===== src/hdl/vsd_pkg.sv =====
// vsd_pkg: constants and types shared by the standard detector files
package vsd_pkg;
  localparam int unsigned WORD_W = 10;
  localparam int unsigned CNT_W  = 12;
  // trs preamble words
  localparam logic [9:0] PRE_ONES  = 10'h3ff;
  localparam logic [9:0] PRE_ZEROS = 10'h000;
  // flag positions in the fourth trs word
  localparam int unsigned BIT_COMP = 9;
  localparam int unsigned BIT_F    = 8;
  localparam int unsigned BIT_V    = 7;
  localparam int unsigned BIT_H    = 6;
  localparam int unsigned BIT_S    = 5;
  localparam int unsigned BIT_P4   = 4;
  localparam int unsigned BIT_P3   = 3;
  localparam int unsigned BIT_P2   = 2;
  localparam int unsigned BIT_P1   = 1;
  // words per line
  localparam logic [11:0] LEN_NTSC_43   = 12'h6b4; // 1716
  localparam logic [11:0] LEN_NTSC_169  = 12'h8f0; // 2288
  localparam logic [11:0] LEN_NTSC_4444 = 12'hd68; // 3432
  localparam logic [11:0] LEN_PAL_43    = 12'h6c0; // 1728
  localparam logic [11:0] LEN_PAL_169   = 12'h900; // 2304
  localparam logic [11:0] LEN_PAL_4444  = 12'hd80; // 3456
  localparam int unsigned LOCK_LINES = 4;
  localparam int unsigned MISS_LINES = 4;
  typedef enum logic [2:0] {
    VSD_NTSC_43   = 3'h0,
    VSD_NTSC_169  = 3'h1,
    VSD_NTSC_4444 = 3'h2,
    VSD_PAL_43    = 3'h3,
    VSD_PAL_169   = 3'h4,
    VSD_PAL_4444  = 3'h5,
    VSD_NONE      = 3'h7
  } vsd_std_t;
  typedef enum logic [1:0] {
    VSD_HUNT  = 2'b00,
    VSD_CHECK = 2'b01,
    VSD_LOCK  = 2'b11
  } vsd_state_t;
endpackage


===== src/hdl/vsd_trs_if.sv =====
// vsd_trs_if: decoded timing symbol carried from finder to detector
`timescale 1ns/1ps
interface vsd_trs_if;
  logic       trs_seen;
  logic       line_start;
  logic       composite;
  logic       flag_f;
  logic       flag_v;
  logic       flag_h;
  logic       flag_s;
  logic       prot_ok;
  modport src (output trs_seen, line_start, composite, flag_f, flag_v,
               flag_h, flag_s, prot_ok);
  modport dst (input trs_seen, line_start, composite, flag_f, flag_v,
               flag_h, flag_s, prot_ok);
endinterface


===== src/hdl/vsd_detect.sv =====
// vsd_detect: sd video standard detector top
// Summary of operation
// - bit six of the fourth symbol word is the h flag.
// - f, v and h are decoded from every timing symbol.
// - the s flag gives colour space, low rgb and high ycbcr.
// - p3, p2, p1 are xors of f, v, h and s.
// - p4 is checked as printed, v^v^h, which is h alone.
// - words between line starts are counted and compared to standards.
// - ntsc lines are 1716, 2288 and 3432 words.
// - pal lines are 1728, 2304 and 3456 words.
// - lock needs equal lines in a row; a few bad lines are ignored.
// - all-zero fourth word is composite, bit 9 set is component.
// - composite video keeps lock low and no standard reported.
`timescale 1ns/1ps
module vsd_detect #(
  parameter int unsigned LOCK_N = vsd_pkg::LOCK_LINES,
  parameter int unsigned MISS_N = vsd_pkg::MISS_LINES
) (
  input  wire logic       I_MCLK,
  input  wire logic       I_RSTN,
  input  wire logic       i_VLD,
  input  wire logic [9:0] i_WORD,
  output logic      [2:0] o_STD,
  output logic            o_LOCKED,
  output logic            o_COMPOSITE,
  output logic            o_FLAG_F,
  output logic            o_FLAG_V,
  output logic            o_FLAG_H,
  output logic            o_FLAG_S,
  output logic            o_PROT_ERR
);
  vsd_trs_if trs ();

  logic [11:0]          len;
  logic                 done;
  vsd_pkg::vsd_std_t    cls;
  vsd_pkg::vsd_std_t    cand_q;
  vsd_pkg::vsd_state_t  st_q;
  logic [3:0]           run_q;
  logic [3:0]           miss_q;

  vsd_trs_find u_find (
    .i_clk  (I_MCLK),
    .i_rstn (I_RSTN),
    .i_vld  (i_VLD),
    .i_word (i_WORD),
    .trs    (trs)
  );

  vsd_line_cnt #(.W(vsd_pkg::CNT_W)) u_cnt (
    .i_clk   (I_MCLK),
    .i_rstn  (I_RSTN),
    .i_vld   (i_VLD),
    .i_start (trs.line_start),
    .o_len   (len),
    .o_done  (done)
  );

  always_comb begin
    unique case (len)
      vsd_pkg::LEN_NTSC_43:   cls = vsd_pkg::VSD_NTSC_43;
      vsd_pkg::LEN_NTSC_169:  cls = vsd_pkg::VSD_NTSC_169;
      vsd_pkg::LEN_NTSC_4444: cls = vsd_pkg::VSD_NTSC_4444;
      vsd_pkg::LEN_PAL_43:    cls = vsd_pkg::VSD_PAL_43;
      vsd_pkg::LEN_PAL_169:   cls = vsd_pkg::VSD_PAL_169;
      vsd_pkg::LEN_PAL_4444:  cls = vsd_pkg::VSD_PAL_4444;
      default:                cls = vsd_pkg::VSD_NONE;
    endcase
  end

  // flags held from the last symbol
  always_ff @(posedge I_MCLK or negedge I_RSTN) begin
    if (!I_RSTN) begin
      o_FLAG_F    <= 1'b0;
      o_FLAG_V    <= 1'b0;
      o_FLAG_H    <= 1'b0;
      o_FLAG_S    <= 1'b0;
      o_PROT_ERR  <= 1'b0;
      o_COMPOSITE <= 1'b0;
    end else if (trs.trs_seen) begin
      o_FLAG_F    <= trs.flag_f;
      o_FLAG_V    <= trs.flag_v;
      o_FLAG_H    <= trs.flag_h;
      o_FLAG_S    <= trs.flag_s;
      o_PROT_ERR  <= !trs.prot_ok && !trs.composite;
      o_COMPOSITE <= trs.composite;
    end
  end

  // lock filter, hunt then check then lock
  always_ff @(posedge I_MCLK or negedge I_RSTN) begin
    if (!I_RSTN) begin
      st_q     <= vsd_pkg::VSD_HUNT;
      cand_q   <= vsd_pkg::VSD_NONE;
      run_q    <= 4'h0;
      miss_q   <= 4'h0;
      o_LOCKED <= 1'b0;
      o_STD    <= vsd_pkg::VSD_NONE;
    end else if (trs.trs_seen && trs.composite) begin
      st_q     <= vsd_pkg::VSD_HUNT;
      cand_q   <= vsd_pkg::VSD_NONE;
      run_q    <= 4'h0;
      miss_q   <= 4'h0;
      o_LOCKED <= 1'b0;
      o_STD    <= vsd_pkg::VSD_NONE;
    end else if (done) begin
      unique case (st_q)
        vsd_pkg::VSD_HUNT: begin
          if (cls != vsd_pkg::VSD_NONE) begin
            cand_q <= cls;
            run_q  <= 4'h1;
            st_q   <= vsd_pkg::VSD_CHECK;
          end
        end
        vsd_pkg::VSD_CHECK: begin
          if (cls == cand_q) begin
            if (32'(run_q) + 1 >= LOCK_N) begin
              st_q     <= vsd_pkg::VSD_LOCK;
              miss_q   <= 4'h0;
              o_LOCKED <= 1'b1;
              o_STD    <= cand_q;
            end
            run_q <= run_q + 4'h1;
          end else if (cls != vsd_pkg::VSD_NONE) begin
            cand_q <= cls;
            run_q  <= 4'h1;
          end else begin
            st_q  <= vsd_pkg::VSD_HUNT;
            run_q <= 4'h0;
          end
        end
        vsd_pkg::VSD_LOCK: begin
          if (cls == cand_q) begin
            miss_q <= 4'h0;
          end else if (32'(miss_q) + 1 >= MISS_N) begin
            // too many bad lines, start over
            st_q     <= vsd_pkg::VSD_HUNT;
            run_q    <= 4'h0;
            miss_q   <= 4'h0;
            o_LOCKED <= 1'b0;
            o_STD    <= vsd_pkg::VSD_NONE;
          end else begin
            miss_q <= miss_q + 4'h1;
          end
        end
        default: begin
          st_q     <= vsd_pkg::VSD_HUNT;
          o_LOCKED <= 1'b0;
          o_STD    <= vsd_pkg::VSD_NONE;
        end
      endcase
    end
  end
endmodule // vsd_detect


===== src/hdl/vsd_trs_find.sv =====
// vsd_trs_find: timing symbol finder and flag decoder
`timescale 1ns/1ps
module vsd_trs_find (
  input  wire logic       i_clk,
  input  wire logic       i_rstn,
  input  wire logic       i_vld,
  input  wire logic [9:0] i_word,
  vsd_trs_if.src          trs
);
  logic [9:0] w1_q;
  logic [9:0] w2_q;
  logic [9:0] w3_q;
  logic       pre;
  logic       f;
  logic       v;
  logic       h;
  logic       s;

  assign pre = (w3_q == vsd_pkg::PRE_ONES) && (w2_q == vsd_pkg::PRE_ZEROS)
            && (w1_q == vsd_pkg::PRE_ZEROS) && i_vld;
  assign f = i_word[vsd_pkg::BIT_F];
  assign v = i_word[vsd_pkg::BIT_V];
  assign h = i_word[vsd_pkg::BIT_H];
  assign s = i_word[vsd_pkg::BIT_S];

  always_ff @(posedge i_clk or negedge i_rstn) begin
    if (!i_rstn) begin
      w1_q <= 10'h000;
      w2_q <= 10'h000;
      w3_q <= 10'h000;
    end else if (i_vld) begin
      w1_q <= i_word;
      w2_q <= w1_q;
      w3_q <= w2_q;
    end
  end

  always_ff @(posedge i_clk or negedge i_rstn) begin
    if (!i_rstn) begin
      trs.trs_seen   <= 1'b0;
      trs.line_start <= 1'b0;
      trs.composite  <= 1'b0;
      trs.flag_f     <= 1'b0;
      trs.flag_v     <= 1'b0;
      trs.flag_h     <= 1'b0;
      trs.flag_s     <= 1'b0;
      trs.prot_ok    <= 1'b0;
    end else begin
      trs.trs_seen <= pre;
      trs.line_start <= pre && i_word[vsd_pkg::BIT_COMP] && h;
      if (pre) begin
        // all zero composite, bit 9 component
        trs.composite <= (i_word == 10'h000);
        trs.flag_f    <= f;
        trs.flag_v    <= v;
        trs.flag_h    <= h;
        trs.flag_s    <= s;
        // p4 as printed, v^v^h reduces to h
        trs.prot_ok <= (i_word[vsd_pkg::BIT_P4] == (v ^ v ^ h))
                    && (i_word[vsd_pkg::BIT_P3] == (f ^ v ^ s))
                    && (i_word[vsd_pkg::BIT_P2] == (v ^ h ^ s))
                    && (i_word[vsd_pkg::BIT_P1] == (f ^ h ^ s));
      end
    end
  end
endmodule // vsd_trs_find


===== src/hdl/vsd_line_cnt.sv =====
// vsd_line_cnt: word counter between line starts
`timescale 1ns/1ps
module vsd_line_cnt #(
  parameter int unsigned W = 12
) (
  input  wire logic         i_clk,
  input  wire logic         i_rstn,
  input  wire logic         i_vld,
  input  wire logic         i_start,
  output logic     [W-1:0]  o_len,
  output logic              o_done
);
  logic [W-1:0] cnt_q;

  always_ff @(posedge i_clk or negedge i_rstn) begin
    if (!i_rstn) begin
      cnt_q  <= '0;
      o_len  <= '0;
      o_done <= 1'b0;
    end else begin
      o_done <= i_start;
      if (i_start) begin
        o_len <= cnt_q;
        // a stall right after the symbol must not count as a word
        cnt_q <= {{(W-1){1'b0}}, i_vld};
      end else if (i_vld && cnt_q != '1) begin
        cnt_q <= cnt_q + W'(1);
      end
    end
  end
endmodule // vsd_line_cnt


===== config.mk =====
export PLATFORM = sky130hd
export DESIGN_NAME = vsd_detect
export DESIGN_NICKNAME = d
export VERILOG_FILES = /design/src/hdl/vsd_pkg.sv /design/src/hdl/vsd_trs_if.sv /design/src/hdl/vsd_detect.sv /design/src/hdl/vsd_trs_find.sv /design/src/hdl/vsd_line_cnt.sv
export SDC_FILE = /design/constraint.sdc
export NUM_CORES = 1
export LEC_CHECK = 0
export BUFFER_PORTS_ARGS = -buffer_cell sky130_fd_sc_hd__buf_4
export CELL_PAD_IN_SITES_DETAIL_PLACEMENT = 0
export CELL_PAD_IN_SITES_GLOBAL_PLACEMENT = 1
export CORE_MARGIN = 2
export CORE_UTILIZATION = 45
export CTS_CLUSTER_DIAMETER = 30
export DETAILED_ROUTE_END_ITERATION = 10
export GPL_ROUTABILITY_DRIVEN = 0
export PLACE_DENSITY = 0.73
export SYNTH_ARGS = -nofsm -noshare
export SYNTH_HDL_FRONTEND = slang
export SYNTH_SLANG_ARGS = --single-unit

===== constraint.sdc =====
create_clock -name I_MCLK -period 3 [get_ports I_MCLK]
set_clock_uncertainty 0.05 [all_clocks]
set_input_delay 0.15 -clock I_MCLK [delete_from_list [all_inputs] [get_ports I_MCLK]]
set_output_delay 0.15 -clock I_MCLK [all_outputs]
set_load 0.05 [all_outputs]

==> reports/results.env <==
RUN_STATUS='complete, no violations'
POWER.DENSITY_nW_PER_UM2=525
ROUTED_WL_MM=7.40
MULTIINPUTGATEAREA_UM2=1860
UNREPAIRED_SETUP_ENDPOINTS_AFTER_GLOBAL_ROUTING='false'
CRIT_PATH_MAX_INCR_DELAY_NS=0.51
SYNTHESIZED_AREA_FRACTION_OCCUPIED_BY_AND_OR_NAND_NOR_CELLS_PCT=16.0
LAYOUT-AREA-OVERHEAD-VS-SYNTH_PCT=14.8
YS_TYPES=52
CLOCK_TREE.HTREE_LEVEL_COUNT=3
MAIN_FLOP_TYPE_AFTER_SYNTHESIS='sky130_fd_sc_hd__dfrtp_1'
DIEWIDTH_UM=99.1
PIN_COUNT_OF_THE_BIGGEST_NET_ENTERING_GLOBAL_ROUTING=64
YOSYS_REGISTER_BITS=86
SYNTH-EDFF-COUNT=0
SHARE_OF_CELLS_ABOVE_DRIVE_STRENGTH_1_PCT=29.7
POST_DR_WIRELENGTH_CELL_UM=15.2
FINAL.SETUP.TNS_NS=0
SYNTH_TOP_FAMILY_BY_AREA='simple AND/OR/NAND/NOR gates'
FINALNETCOUNT=394
VDD_DROP_MAX_V=0.000334
MIN_PERIOD_OVER_PERIOD_PCT=92.7
YOSYS-MUX-AREA-FRACTION_PCT=15.1
DRV.MAX_CAP_VIOLATION_COUNT=0
CP_DATA_REQUIRED_TIME_NS=3.24
POWER.LEAKAGE_nW=2.09
SYNTH-ASYNC-RESET-RATIO_PCT=100
DRTITER0DRC=119
GRT_USE_TOTAL_PCT=16.5
WORST-PATH-BUF-INV=0
CRITICAL-PATH-SLOWEST-CELL='sky130_fd_sc_hd__dfrtp_1'
CTS-ROOT-BUF='sky130_fd_sc_hd__clkbuf_8'
DATA_ARRIVAL_TIME_AT_THE_WORST_SLACK_ENDPOINT_NS=3.02
CRIT_CHAIN='nand4bb_1, a2bb2oi_1, nor4b_4, o31ai_2, xor2_2, or3_1, or4_1, nand3_1'
GLOBALROUTE.TOTALOVERFLOW=0
ANT_NETS=0
SYNTH_AREA_UM2=4070
HIGHEST_CLOCK_RATE_GHz=0.360
SYNTH_COMPOUND_GATE_AREA_SHARE_PCT=9.00
PATH_CLASS='flip-flop to flip-flop'
WORSTSETUPSTARTPOINTTYPE='flip-flop'
TIGHTEST_SLEW_NS=0.975
SYNTH-SEQ-AREA-SHARE_PCT=53.0
CTS.CLK_SLEW.WORST_PATHS_NS=0.10
AREA_OF_ALL_SEQUENTIAL_STANDARD_CELLS_UM2=2160
DP_HPWL_MM=5.09
TRITONCTS_BUFFERS=9
FINAL-MAX-SLEW-VIOLATION-COUNT=0
POST_SYNTH_FA_HA_MAJ_AREA_FRACTION_PCT=1.84
M1WIRELENGTH_MM=3.50
MET3WIRELENGTH_UM=230
GRT_FIRST_PASS_WIRELENGTH_MM=13.0
POSTLAYOUTCELLAREA_UM2=4680
POST_SYNTH_INST_COUNT=341
INSERTION_DELAY_NS=0.36
FINAL_HOLD_VIOL_COUNT=0
WARNING_COUNT_FROM_THE_YOSYS_RUN=0
SYNTH-XOR-AREA-SHARE_PCT=3.20
SYNTHESIS.NETS=360
DIE-HEIGHT_UM=99.1
NUM_VIAS=2740
VIAS_IN_THE_FIRST_GLOBAL_ROUTE=2734
NUMCLOCKSINKS=86
FILLCELLCOUNT=778
CRIT_FANOUT=9
MAXSLEWHEADROOM_PCT=35.0
INITIAL_UTILIZATION_PCT=46.5
SYNTHESIS.AREA_PER_INSTANCE_UM2=11.9
ANTENNADIODECOUNT=0
CRIT_FAMILY='simple AND/OR/NAND/NOR gates'
DRC_VIOLATION_COUNT_AFTER_ROUTING=0
NUMPORTBUFFERS=22
TOP_LAYER='met4'
DETAILEDROUTE.FIRSTPASSITERATIONCOUNT=4
HP-CLASS='input port to flip-flop'
CTS.PATH.MAX_BUFFERS=2
PLACE_AREA_UM2=4370
NUMBER_OF_ANTENNA_VIOLATIONS_AT_THE_FIRST_CHECK_IN_GLOBAL_ROUTING=0
VIAS_PER_INSTANCE=5.61
REPORT.FINAL.SETUP_VIOL=0
DETAILROUTE.WIRELENGTH.MET2_MM=3.61
NUM_ROWS=34
DESIGN.DIE.AREA_UM2=9830
TRITONCTS_CLOCK_TREE='done'
DESIGN.CORE.AREA_UM2=8760
WORST-R2R-SETUP-SLACK_NS=0.22
ENDPOINT_KIND='flip-flop'
FLOORPLAN.IO_PINS=23
PERIOD_MINUS_SLACK_NS=2.78
-- flip-flops by register name (all words and copies together) (netlist names), 2 cells and up --
register	cells
o_STD	3
cand_q	3
u_cnt.cnt_q	12
u_find.w2_q	10
u_cnt.o_len	12
run_q	4
u_find.w1_q	10
st_q	2
miss_q	4
u_find.w3_q	10
-- metal layers --
layer / vias up / global-route usage (%)
met5: - / 0
met4: 0 / 3.58
met3: 6 / 4.71
met2: 35 / 26.7
met1: 1369 / 22.4
li1: 1330 / -
-- synthesized netlist by cell type (all sizes together) (9+ instances only) --
cell type  instances  share of area [%]
nor2              15                1.4
clkbuf            10               0.92
mux2              52                 14
xor2              10                2.3
nand3             14                1.7
nand4             10                1.5
nand2             19                1.8
dfrtp             80                 49
o21ai             17                2.2
nor3               9                1.1
inv               10               0.92
-- what timing repair did --
item                                   in CTS  in global routing
buffers inserted                            0                  0
gates resized for setup                     0                  3
endpoints found under the hold margin      65                  0
setup endpoints to repair                   0                  6
hold buffers                                6                  0
-- layout by cell type (no fill, tap or decap), drive strengths merged, types with 3 or more instances in the layout --
master       instances
dfrtp               80
mux2                52
buf                 27
nand2               19
o21ai               17
nor2                15
nand3               14
inv                 11
nand4               10
xor2                10
clkbuf              10
nor3                 9
nor2b                6
a21oi                6
ha                   6
dfstp                6
dlygate4sd3          6
nor4                 6
o31ai                5
nor4b                5
nand4b               4
xnor2                4
or3                  4
and3                 3
o22a                 3
mux2i                3
o31a                 3
-- final timing paths --
check | startpoint | to | depth (start not counted)
min in group asynchronous | I_RSTN | u_cnt.cnt_q[8] | 2
min reg2reg | u_find.w3_q[7] | u_find.w3_q[7] | 1
max | u_cnt.o_len[2] | run_q[3] | 8
max reg2reg | u_cnt.o_len[2] | run_q[3] | 8
max in group asynchronous | I_RSTN | cand_q[0] | 3
min | i_WORD[7] | u_find.trs.flag_v | 2
-- cells by family (layout without fill, tap and decap cells) --
| group | count (synthesis) | in the layout |
|---|---|---|
| AND/OR/NAND/NOR | 110 | 110 |
| flip-flops | 86 | 86 |
| multiplexers | 55 | 55 |
| AO/OA/AOI/OAI | 50 | 50 |
| buffers and inverters | 20 | 59 |
| XOR/XNOR | 14 | 14 |
| adder cells (fa/ha/maj) | 6 | 6 |
-- area by class of cell --
cell class / instances / share of cell area [%]
multi-input combinational: 235 / 39.7
clock inverter: 6 / 2.03
inverter: 10 / 0.803
sequential: 86 / 46.2
timing repair buffer: 33 / 5.62
tap: 108 / 2.89
clock buffer: 10 / 2.73
-- power breakdown --
part,switching [mW],total [mW],internal (mW)
registers,0.0912,1.35,1.26
logic,0.0976,0.212,0.114
clock network,0.421,0.898,0.476
total,0.610,2.46,1.85
-- per-stage QoR --
stage	setup slack [ns]	hold WS [ns]	std cells	total power, mW	util (%)
5_1_grt	0.00725	0.0122	488	2.59	53.4
3_3_place_gp	0.247	0.241	466	1.57	49.9
2_1_floorplan	0.387	-0.196	341	1.49	-
3_5_place_dp	0.178	0.243	466	1.58	49.9
4_1_cts	0.161	0.0116	488	2.49	53.1
6_report	0.219	0.0226	488	2.46	53.4
Power figures use the tool's default switching activity.
